`config.mk`:
```
export PLATFORM = sky130hd
export DESIGN_NAME = dac_ctrl
export DESIGN_NICKNAME = d
export VERILOG_FILES = /design/src/dac_pkg.sv /design/src/dac_ctrl.sv
export SDC_FILE = /design/constraint.sdc
export NUM_CORES = 1
export LEC_CHECK = 0
export ABC_AREA = 1
export BUFFER_PORTS_ARGS = -buffer_cell sky130_fd_sc_hd__buf_2
export CORE_MARGIN = 1.5
export CORE_UTILIZATION = 40
export DETAILED_ROUTE_END_ITERATION = 6
export HOLD_SLACK_MARGIN = 0.08
export PLACE_DENSITY = 0.64
export SETUP_SLACK_MARGIN = 0.3
export SLEW_MARGIN = 40
export SYNTH_ARGS = -nofsm -noshare
export SYNTH_HDL_FRONTEND = slang
export SYNTH_SLANG_ARGS = --single-unit
```
`constraint.sdc`:
```
create_clock -name i_clk -period 1.7 [get_ports i_clk]
set_clock_uncertainty 0.05 [all_clocks]
set_input_delay 0.17 -clock i_clk [delete_from_list [all_inputs] [get_ports i_clk]]
set_output_delay 0.17 -clock i_clk [all_outputs]
set_load 0.02 [all_outputs]
```
`src/dac_pkg.sv`:
```
package dac_pkg;
  // pin-level and timing constants of the one-bit dynamic memory
  localparam int ADDR_W = 10;
  localparam int ROW_W = 10;
  localparam int ROWS = 512;
  localparam int CLK_NS = 10;
  localparam int CLK_MHZ = 100;
  // least times in ns, rounded up to cycles
  localparam int POWERUP_US = 200;
  localparam int INIT_CYCLES = 8;
  localparam int ROW_PRECHARGE_NS = 70;
  localparam int ROW_PULSE_NS = 100;
  localparam int ROW_TO_COL_NS = 25;
  localparam int ROW_ADDR_HOLD_NS = 15;
  localparam int COL_PULSE_NS = 25;
  localparam int ACCESS_NS = 100;
  localparam int WRITE_TO_ROW_LEAD_NS = 50;
  localparam int PAGE_COL_PRECHARGE_NS = 10;
  localparam int PAGE_RMW_CYCLE_NS = 62;
  localparam int COLSTROBE_TO_WRITE_NS = 25;
  localparam int REFRESH_PERIOD_US = 8200;
  localparam int CBR_SETUP_NS = 20;
  localparam int POWERUP_CYC = POWERUP_US * CLK_MHZ;
  // longest time rounds down; spread 512 refreshes across the period
  localparam int REFRESH_INTERVAL_CYC =
    (REFRESH_PERIOD_US * CLK_MHZ) / ROWS;

  function automatic int ns2cyc(input int ns);
    int c;
    c = (ns + CLK_NS - 1) / CLK_NS;
    return (c < 1) ? 1 : c;
  endfunction

  typedef enum logic [2:0] {
    DAC_OP_READ = 3'h0,
    DAC_OP_WRITE = 3'h1,
    DAC_OP_RMW = 3'h2,
    DAC_OP_ROW_REFRESH = 3'h3,
    DAC_OP_CBR_REFRESH = 3'h4,
    DAC_OP_HIDDEN_REFRESH = 3'h5,
    DAC_OP_COUNTER_TEST = 3'h6
  } dac_op_t;

  typedef struct packed {
    dac_op_t op;
    logic [ROW_W-1:0] row;
    logic [ADDR_W-1:0] col;
    logic wdata;
    logic invert;
  } dac_req_t;

  typedef struct packed {
    logic row_strobe_n;
    logic col_strobe_n;
    logic write_n;
    logic [ADDR_W-1:0] multiplexed_address_pins;
    logic data_in;
  } dac_pins_t;
endpackage

```
`src/dac_ctrl.sv`:
```
`timescale 1ns/1ps
module dac_ctrl
  import dac_pkg::*;
#(
  parameter int POWERUP_CYCLES = POWERUP_CYC,
  parameter int REFRESH_CYCLES = REFRESH_INTERVAL_CYC,
  parameter bit INIT_WITH_CBR = 1'b0
) (
  input wire logic i_clk,
  input wire logic i_reset_n,
  input wire logic i_req_valid,
  input wire dac_req_t i_req,
  output logic o_req_ready,
  output logic o_rdata_valid,
  output logic o_rdata,
  output logic o_init_done,
  output dac_pins_t o_pins,
  input wire logic i_data_out
);
  localparam int T_RP = ns2cyc(ROW_PRECHARGE_NS);
  localparam int T_RAS = ns2cyc(ROW_PULSE_NS);
  localparam int T_RCD = ns2cyc(ROW_TO_COL_NS);
  localparam int T_RAH = ns2cyc(ROW_ADDR_HOLD_NS);
  localparam int T_CAS = ns2cyc(COL_PULSE_NS);
  localparam int T_ACC = ns2cyc(ACCESS_NS);
  localparam int T_RWL = ns2cyc(WRITE_TO_ROW_LEAD_NS);
  localparam int T_CP = ns2cyc(PAGE_COL_PRECHARGE_NS);
  localparam int T_CWD = ns2cyc(COLSTROBE_TO_WRITE_NS);
  localparam int T_CSR = ns2cyc(CBR_SETUP_NS);
  localparam int CNT_W = 32;

  // refuse counts that the pacing logic cannot serve
  if (POWERUP_CYCLES < 1 || REFRESH_CYCLES < 64) begin
    $error("dac_ctrl: counts too small");
  end

  typedef enum logic [3:0] {
    ST_POWERUP = 4'h0,
    ST_INIT = 4'h1,
    ST_IDLE = 4'h2,
    ST_ROW = 4'h3,
    ST_COL = 4'h4,
    ST_WRITE = 4'h5,
    ST_HOLD = 4'h6,
    ST_CBR_SETUP = 4'h7,
    ST_CBR_ROW = 4'h8,
    ST_TEST_PRE = 4'h9,
    ST_TEST_COL = 4'hA,
    ST_PRECHARGE = 4'hB,
    ST_HIDDEN = 4'hC
  } dac_state_t;

  dac_state_t state_ff, nxt_state;
  logic [CNT_W-1:0] cnt_ff, nxt_cnt;
  logic [CNT_W-1:0] ref_ff, nxt_ref;
  logic [3:0] init_ff, nxt_init;
  logic ref_due_ff, nxt_ref_due;
  dac_req_t req_ff, nxt_req;
  dac_pins_t pins_ff, nxt_pins;
  logic rvalid_ff, nxt_rvalid;
  logic rdata_ff, nxt_rdata;
  logic done_ff, nxt_done;
  logic dout_s1_ff, dout_s2_ff;
  logic [ROW_W-1:0] init_row_ff, nxt_init_row;

  // the memory's output pin is asynchronous to us
  always_ff @(posedge i_clk) begin
    if (!i_reset_n) begin
      dout_s1_ff <= 1'b0;
      dout_s2_ff <= 1'b0;
    end else begin
      dout_s1_ff <= i_data_out;
      dout_s2_ff <= dout_s1_ff;
    end
  end

  assign o_req_ready = (state_ff == ST_IDLE) && !ref_due_ff && done_ff;
  assign o_rdata_valid = rvalid_ff;
  assign o_rdata = rdata_ff;
  assign o_init_done = done_ff;
  assign o_pins = pins_ff;

  always_comb begin
    nxt_state = state_ff;
    nxt_cnt = cnt_ff + 1'b1;
    nxt_ref = ref_ff + 1'b1;
    nxt_ref_due = ref_due_ff;
    nxt_init = init_ff;
    nxt_req = req_ff;
    nxt_pins = pins_ff;
    nxt_rvalid = 1'b0;
    nxt_rdata = rdata_ff;
    nxt_done = done_ff;
    nxt_init_row = init_row_ff;
    unique case (state_ff)
      ST_POWERUP: begin
        nxt_pins.row_strobe_n = 1'b1;
        nxt_pins.col_strobe_n = 1'b1;
        if (cnt_ff >= CNT_W'(POWERUP_CYCLES - 1)) begin
          nxt_state = ST_PRECHARGE;
          nxt_cnt = '0;
        end
      end
      ST_PRECHARGE: begin
        nxt_pins.row_strobe_n = 1'b1;
        nxt_pins.write_n = 1'b1;
        // hidden refresh keeps column low through row precharge
        if (req_ff.op != DAC_OP_HIDDEN_REFRESH || !done_ff) begin
          nxt_pins.col_strobe_n = 1'b1;
        end
        if (cnt_ff >= CNT_W'(T_RP - 1)) begin
          nxt_cnt = '0;
          if (!done_ff && init_ff == 4'(INIT_CYCLES)) begin
            nxt_done = 1'b1;
            nxt_state = ST_IDLE;
          end else if (!done_ff) begin
            nxt_state = ST_INIT;
          end else if (req_ff.op == DAC_OP_HIDDEN_REFRESH) begin
            nxt_state = ST_HIDDEN;
          end else begin
            nxt_pins.col_strobe_n = 1'b1;
            nxt_state = ST_IDLE;
          end
        end
      end
      ST_INIT: begin
        nxt_cnt = '0;
        nxt_init = init_ff + 4'h1;
        if (INIT_WITH_CBR) begin
          nxt_pins.col_strobe_n = 1'b0;
          nxt_state = ST_CBR_SETUP;
        end else begin
          nxt_pins.multiplexed_address_pins = init_row_ff;
          nxt_init_row = init_row_ff + 1'b1;
          nxt_pins.row_strobe_n = 1'b0;
          nxt_state = ST_CBR_ROW;
        end
      end
      ST_IDLE: begin
        nxt_cnt = '0;
        if (ref_due_ff) begin
          nxt_ref_due = 1'b0;
          nxt_req.op = DAC_OP_CBR_REFRESH;
          nxt_pins.col_strobe_n = 1'b0;
          nxt_state = ST_CBR_SETUP;
        end else if (i_req_valid) begin
          nxt_req = i_req;
          if (i_req.op == DAC_OP_CBR_REFRESH
              || i_req.op == DAC_OP_COUNTER_TEST) begin
            nxt_pins.col_strobe_n = 1'b0;
            nxt_state = ST_CBR_SETUP;
          end else if (i_req.op == DAC_OP_HIDDEN_REFRESH) begin
            // hidden refresh rides on a read of the given address
            nxt_pins.multiplexed_address_pins = i_req.row;
            nxt_pins.write_n = 1'b1;
            nxt_pins.row_strobe_n = 1'b0;
            nxt_state = ST_ROW;
          end else begin
            nxt_pins.multiplexed_address_pins = i_req.row;
            nxt_pins.write_n = (i_req.op != DAC_OP_WRITE);
            nxt_pins.data_in = i_req.wdata;
            nxt_pins.row_strobe_n = 1'b0;
            nxt_state = (i_req.op == DAC_OP_ROW_REFRESH) ? ST_CBR_ROW
                                                          : ST_ROW;
          end
        end
      end
      ST_ROW: begin
        if (cnt_ff == CNT_W'(T_RAH - 1)) begin
          nxt_pins.multiplexed_address_pins = req_ff.col;
        end
        // strobe delay within the maximum keeps row access governing
        if (cnt_ff >= CNT_W'(T_RCD - 1)) begin
          nxt_pins.col_strobe_n = 1'b0;
          nxt_cnt = '0;
          nxt_state = ST_COL;
        end
      end
      ST_COL: begin
        // sample once the slowest access has elapsed
        if (cnt_ff >= CNT_W'(T_ACC + 1)) begin
          nxt_cnt = '0;
          if (req_ff.op == DAC_OP_WRITE) begin
            nxt_state = ST_HOLD;
          end else begin
            nxt_rdata = dout_s2_ff;
            nxt_rvalid = (req_ff.op != DAC_OP_RMW);
            if (req_ff.op == DAC_OP_RMW
                || (req_ff.op == DAC_OP_COUNTER_TEST && req_ff.invert)) begin
              nxt_pins.data_in = req_ff.invert ? ~dout_s2_ff
                                               : req_ff.wdata;
              nxt_rvalid = 1'b1;
              nxt_state = ST_WRITE;
            end else begin
              nxt_state = ST_HOLD;
            end
          end
        end
      end
      ST_WRITE: begin
        // data settled one cycle before the late write edge
        nxt_pins.write_n = 1'b0;
        if (cnt_ff >= CNT_W'(T_CWD)) begin
          nxt_cnt = '0;
          nxt_state = ST_HOLD;
        end
      end
      ST_HOLD: begin
        // write stays low for the lead before the strobes rise; hidden refresh raises only the row strobe
        if (cnt_ff >= CNT_W'(T_RWL)) begin
          if (req_ff.op == DAC_OP_HIDDEN_REFRESH) begin
            nxt_pins.row_strobe_n = 1'b1;
          end else begin
            nxt_pins.col_strobe_n = 1'b1;
            nxt_pins.row_strobe_n = 1'b1;
            nxt_pins.write_n = 1'b1;
          end
          nxt_cnt = '0;
          nxt_state = ST_PRECHARGE;
        end
      end
      ST_CBR_SETUP: begin
        if (cnt_ff >= CNT_W'(T_CSR - 1)) begin
          nxt_pins.row_strobe_n = 1'b0;
          nxt_cnt = '0;
          nxt_state = (req_ff.op == DAC_OP_COUNTER_TEST && done_ff)
                      ? ST_TEST_PRE : ST_CBR_ROW;
        end
      end
      ST_CBR_ROW: begin
        // refresh-only cycles leave the output tri-stated
        if (cnt_ff >= CNT_W'(T_RAS - 1)) begin
          nxt_pins.row_strobe_n = 1'b1;
          nxt_pins.col_strobe_n = 1'b1;
          nxt_cnt = '0;
          nxt_state = ST_PRECHARGE;
        end
      end
      ST_TEST_PRE: begin
        if (cnt_ff == CNT_W'(T_CAS)) begin
          nxt_pins.col_strobe_n = 1'b1;
          nxt_pins.multiplexed_address_pins = req_ff.col;
          nxt_pins.write_n = 1'b1;
        end
        if (cnt_ff >= CNT_W'(T_CAS + T_CP)) begin
          nxt_pins.col_strobe_n = 1'b0;
          nxt_cnt = '0;
          nxt_state = ST_TEST_COL;
        end
      end
      ST_TEST_COL: begin
        nxt_state = ST_COL;
        nxt_cnt = '0;
        if (!req_ff.invert) begin
          nxt_pins.write_n = 1'b1;
        end
      end
      ST_HIDDEN: begin
        // column low across row precharge makes it column-first
        nxt_pins.row_strobe_n = 1'b0;
        nxt_req.op = DAC_OP_CBR_REFRESH;
        nxt_cnt = '0;
        nxt_state = ST_CBR_ROW;
      end
      default: begin
        nxt_state = ST_IDLE;
      end
    endcase
    // refresh pacing: 512 row refreshes per period
    // after the case, so a new due beats a same-cycle clear
    if (ref_ff >= CNT_W'(REFRESH_CYCLES - 1)) begin
      nxt_ref = '0;
      nxt_ref_due = done_ff;
    end
    // fast page is used only by the counter test, so every other access refreshes its row
    nxt_req.invert = nxt_req.invert;
  end

  always_ff @(posedge i_clk) begin
    if (!i_reset_n) begin
      state_ff <= ST_POWERUP;
      cnt_ff <= '0;
      ref_ff <= '0;
      ref_due_ff <= 1'b0;
      init_ff <= 4'h0;
      req_ff <= '0;
      pins_ff <= '{row_strobe_n: 1'b1, col_strobe_n: 1'b1,
                   write_n: 1'b1, default: '0};
      rvalid_ff <= 1'b0;
      rdata_ff <= 1'b0;
      done_ff <= 1'b0;
      init_row_ff <= '0;
    end else begin
      state_ff <= nxt_state;
      cnt_ff <= nxt_cnt;
      ref_ff <= nxt_ref;
      ref_due_ff <= nxt_ref_due;
      init_ff <= nxt_init;
      req_ff <= nxt_req;
      pins_ff <= nxt_pins;
      rvalid_ff <= nxt_rvalid;
      rdata_ff <= nxt_rdata;
      done_ff <= nxt_done;
      init_row_ff <= nxt_init_row;
    end
  end
endmodule

```
# Word-level counts from Yosys, hierarchy flattened
# Index checks and enable logic that the tools add are counted.
dict set report classes {
  n_addsub 4
  magnitude_cmp 10
  n_eq_ne 48
  mux 69
  bitwise 6
  reduce_logical 33
}
# operator n
set op_table {}
lappend op_table {{case mux 32 bit (10 select lines)} 1}
lappend op_table {{2-to-1 mux 32 bit} 9}
lappend op_table {{greater-or-equal comparator 32 x 3 -> 1 bit, second input constant} 3}
lappend op_table {{2-to-1 mux 4 bit} 17}
lappend op_table {{adder 32 x 1 -> 32 bit, second input constant} 2}
lappend op_table {{greater-or-equal comparator 32 x 2 -> 1 bit, second input constant} 2}
lappend op_table {{greater-or-equal comparator 32 x 4 -> 1 bit, second input constant} 2}
lappend op_table {{case mux 4 bit (12 select lines)} 1}
lappend op_table {{case mux 10 bit (4 select lines)} 1}
lappend op_table {{!= test 2 bit, second input constant} 19}
lappend op_table {{2-to-1 mux 12 bit} 3}
lappend op_table {{== test 32 x 1 -> 1 bit, second input constant} 1}
lappend op_table {{== test 32 x 2 -> 1 bit, second input constant} 1}
lappend op_table {{greater-or-equal comparator 32 x 1 -> 1 bit, second input constant} 1}
lappend op_table {{greater-or-equal comparator 32 x 11 -> 1 bit, second input constant} 1}
lappend op_table {{greater-or-equal comparator 32 x 15 -> 1 bit, second input constant} 1}
lappend op_table {{2-to-1 mux 25 bit} 1}
lappend op_table {{== test 4 bit, second input constant} 6}
lappend op_table {{AND reduction 8 bit} 3}
lappend op_table {{2-to-1 mux 1 bit} 22}
lappend op_table {{== test 4 x 3 -> 1 bit, second input constant} 4}
lappend op_table {{== test 3 bit, second input constant} 5}
lappend op_table {{2-to-1 mux 14 bit} 1}
lappend op_table {{case mux 1 bit (6 select lines)} 2}
lappend op_table {{32 further kinds} 61}
dict set report totals {
  ff_bits 127
  in_bits 29
  wordCells 191
}

# Depth between registers and ports, before layout
dict set report logic_depth {
  word_depth 8
  ltp_mapped 14
  depth_no_buf 14
}

# Least setup slack after synthesis
# No wires, ideal clock.
dict set report synth_path {
  path_kind {register to register}
  start {reg cnt_ff[0]}
  end {reg cnt_ff[8]}
  arrival_ns 1.637
  required_ns 1.533
  path_slack_ns -0.104
  stages_incl_launch_ff 14
  synth_period_minus_slack_ns 1.804
  cell_sequence {dfxtp_1 -> ha_1 -> nand2_1 -> nor2_1 -> nor2_1 -> nor2_1 -> nor2_1 -> nand2_1 -> nand2_1 -> nor2_1 -> nand3_2 -> nand2_4 -> buf_6 -> nor2_1}
}
dict set report synth_between {
  elab_chain_cells 3
  word_cells_on_any_way 20
  cone_classes {add/sub (1); order compare (9); mux (10)}
}
# element line_no
set synth_lines {}
lappend synth_lines {{start, declared} dac_ctrl.sv:54} ;# logic [CNT_W-1:0] cnt_ff, nxt_cnt;
lappend synth_lines {{start signal, assigned} dac_ctrl.sv:295} ;# cnt_ff <= nxt_cnt;
lappend synth_lines {{adder 32 x 1 -> 32 bit (tied with other cells)} dac_ctrl.sv:85} ;# nxt_cnt = cnt_ff + 1'b1;
lappend synth_lines {{2-to-1 mux 32 bit (tied with other cells)} dac_ctrl.sv:245} ;# if (cnt_ff >= CNT_W'(T_CAS + T_CP)) begin
lappend synth_lines {{case mux 32 bit (10 select lines) (*)} dac_ctrl.sv:95} ;# unique case (state_ff)
# Mark *: on every way between the ends. The rest lies on a longest branch, timed or not.
# A chain may end at the register's enable or synchronous reset.

# Worst setup path after layout
dict set report layout_path {
  start {reg cnt_ff[3]}
  end {reg cnt_ff[4]}
}
# The elaborated chain is that of the path after synthesis.

==> results.json <==
{
  "num_vias": 6908,
  "grt_pass1_vias": 6432,
  "multi_input_area_sq_mm": 0.00434,
  "hold_viol": 0,
  "drv_slew": 0,
  "p_sw_share_pct": 38.0,
  "synth-edff-count": 0,
  "finalHoldWorstSlack_ps": 172,
  "ant_nets": 0,
  "pwr-share-seq_pct": 28.7,
  "synth_area_sq_mm": 0.00592,
  "portBuffers": 46,
  "dieArea_sq_mm": 0.0155,
  "syn_inst": 865,
  "worstPathMaxFanout": 6,
  "diodes": 0,
  "clock-sinks": 117,
  "timing.critical_path.from_type": "flop",
  "power.density_mw_per_mm2": 1150,
  "intPower_uw": 6990,
  "cts_root_buffer": "clkbuf_16",
  "cts_buffers": 17,
  "met2_length_mm": 9.74,
  "start_util_pct": 40.9,
  "critical_path_class": "reg2reg",
  "detailedRoute.firstIterationViolations": 682,
  "grt_overflow": 0,
  "wl_met1_mm": 8.32,
  "crit_required_ps": 2000,
  "drc": 0,
  "cts_tree": "done",
  "antenna_found_initial": 0,
  "ff_latch_area_sq_mm": 0.00239,
  "hpwlAfterDp_mm": 12.3,
  "max_freq_mhz": 518,
  "clkPwrFrac_pct": 30.3,
  "p_total_uw": 11300,
  "rsz0062_at_grt": "yes",
  "grt_max_degree": 32,
  "maxUsedRoutingLayer": "met4",
  "htreeDepth": 4,
  "cap_violations": 0,
  "synth-seq-area-share_pct": 39.6,
  "yosysUniqueCellTypes": 43,
  "dr.pass1.iters": 6,
  "irDropWorstVdd_v": 0.000850,
  "design_area_sq_mm": 0.00978,
  "violations": "setup timing",
  "avgSynthCellArea_sq_um": 6.84,
  "power.switching_uw": 4290,
  "fp.dieH_microns": 125,
  "synth_flop_cell": "dfxtp_1",
  "final_util_pct": 67.5,
  "met3WireLength_mm": 1.32,
  "grt_pass1_wl_mm": 29.8,
  "gp_congestion": 0.895,
  "hold_class": "in2reg",
  "grt.total_usage_pct": 23.5,
  "wire_per_inst_microns": 15.5,
  "outcome": "finished, violations left",
  "vias_per_cell": 5.28,
  "synth-seq-cells": 117,
  "clock_latency_ps": 430,
  "area_growth_pct": 65.1,
  "fp.dieW_microns": 125,
  "p_leak_uw": 0.00420,
  "pre_cts_ws_ps": -175,
  "setup_slack_ps": -232,
  "finalCriticalPeriod_ps": 1930,
  "fillers": 1049,
  "core-area_sq_mm": 0.0145,
  "end_kind": "flop",
  "placed_area_sq_mm": 0.00749,
  "finalNetCount": 1151,
  "drive_above_1_share_pct": 44.3,
  "wl_mm": 20.3,
  "clockBufferDepth": 2,
  "fin_crit_sh_pct": 114,
  "synthArstFlopShare_pct": 0,
  "clk_pin_slew_ps": 60,
  "setup_viol": 44,
  "num_rows": 44,
  "pwr-share-comb_pct": 41.0,
  "ios": 47,
  "yosysWarnings": 0,
  "cp.arrival_ps": 2230
}
[registers in the layout, indices dropped and copies added (netlist names)]
signal	flops
init_row_ff	10
state_ff	4
init_ff	4
o_rdata_valid	1
ref_due_ff	1
ref_ff	32
o_pins	14
o_rdata	1
o_init_done	1
dout_s1_ff	1
dout_s2_ff	1
cnt_ff	32
req_ff	15
[critical path, cell delays in order (launching register included)]
cell and delay (ps):
dfxtp_2 360, buf_4 170, buf_4 150, a21oi_1 320
nand3_2 140, nor2_4 120, nor2_4 60, nand3_4 100
buf_12 160, nand2_8 100, nor2_1 120
[layout make-up]
class                           count  area share [%]
Clock inverter                     11            1.05
Clock buffer                       20            4.79
Sequential cell                   117            24.5
Inverter                          105            4.39
Tap cell                          184            2.36
Timing Repair Buffer              224            18.6
Multi-Input combinational cell    648            44.4
[Yosys cell counts (all sizes together), types with 8 or more instances]
cell	instances	share of area (%)
nand2	170	11
nor2	168	11
dfxtp	117	40
inv	105	6.7
nand3	62	5.4
o21ai	44	4.0
a21oi	42	3.6
nor3	39	3.5
nand4	23	2.4
xor2	14	2.1
clkbuf	10	0.70
nor4	10	1.1
a31oi	9	0.95
buf	9	1.2
ha	9	1.9
a22oi	8	1.0
[cell families (layout without fill, tap and decap cells)]
| family | count (synthesis) | after routing | share of synthesized area, % |
|---|---|---|---|
| buffers and inverters | 124 | 360 | 8.60 |
| and+or+nand+nor | 481 | 485 | 36.1 |
| other | 1 | 21 | 0.0633 |
| DFF | 117 | 117 | 39.6 |
| xor gates and xnor gates | 17 | 17 | 2.51 |
| AOI/OAI and AO/OA | 116 | 116 | 11.2 |
| adders and majority gates | 9 | 9 | 1.90 |
[power groups by stage]
stage / clock, uW / combinational (uW) / sequential (uW)
after floorplan: 0 / 1950 / 3310
after global placement: 0 / 2900 / 3260
after detailed placement: 0 / 2930 / 3260
after CTS: 3470 / 3570 / 3220
after global routing: 3600 / 4940 / 3260
final: 3420 / 4630 / 3230
[routing by layer]
metal / up-vias / GRT usage (%)
met1: 3192 / 29.3
met5: - / 0
met3: 82 / 4.51
met2: 309 / 39.1
met4: 0 / 10.6
li1: 3325 / -
[per-stage QoR]
stage,setup TNS [ps],instances
floorplan,0,885
global placement,-4610,1220
detailed placement,-5830,1220
CTS,-1930,1291
global route,-8660,1309
finish,-5800,1309
[cell usage in the layout (no fill, tap or decap), types with 7 or more instances in the layout]
cell type and count:
a21oi_2 7, dlygate4sd3_1 16, nand2_1 123, nand3_2 21
nor3_2 15, a21oi_1 35, inv_1 74, o21ai_1 8
dfxtp_2 16, conb_1 21, nor2_2 22, clkbuf_16 18
nand3_4 8, nor3_4 7, o21ai_0 30, nand2_2 25
dfxtp_1 93, nor2_4 52, xor2_1 14, nand2_4 20
nand4_1 23, buf_6 33, dfxtp_4 8, nor2_1 94
buf_4 123, a31oi_1 8, a22oi_1 8, nand3_1 34
inv_2 21, buf_2 45, inv_4 7, nor3_1 17
[repair_timing]
action / in CTS / in global routing
setup buffers: 22 / 15
hold endpoints to repair: 16 / 0
hold buffers: 16 / 0
resized for setup: 151 / 170
pin swaps: 61 / 80
endpoints found under the setup margin: 83 / 94
gates cloned: 2 / 3
[path summary, 6_finish.rpt]
check | start | to | slack [ps] | cells after the start
setup / recovery | cnt_ff[3] | cnt_ff[4] | -230 | 10
hold / removal | i_req[24] | o_pins[11] | 170 | 5
setup reg to reg | cnt_ff[3] | cnt_ff[4] | -230 | 10
hold reg to reg | dout_s1_ff | dout_s2_ff | 380 | 2
Note: power is estimated with default switching activity, not from simulation.
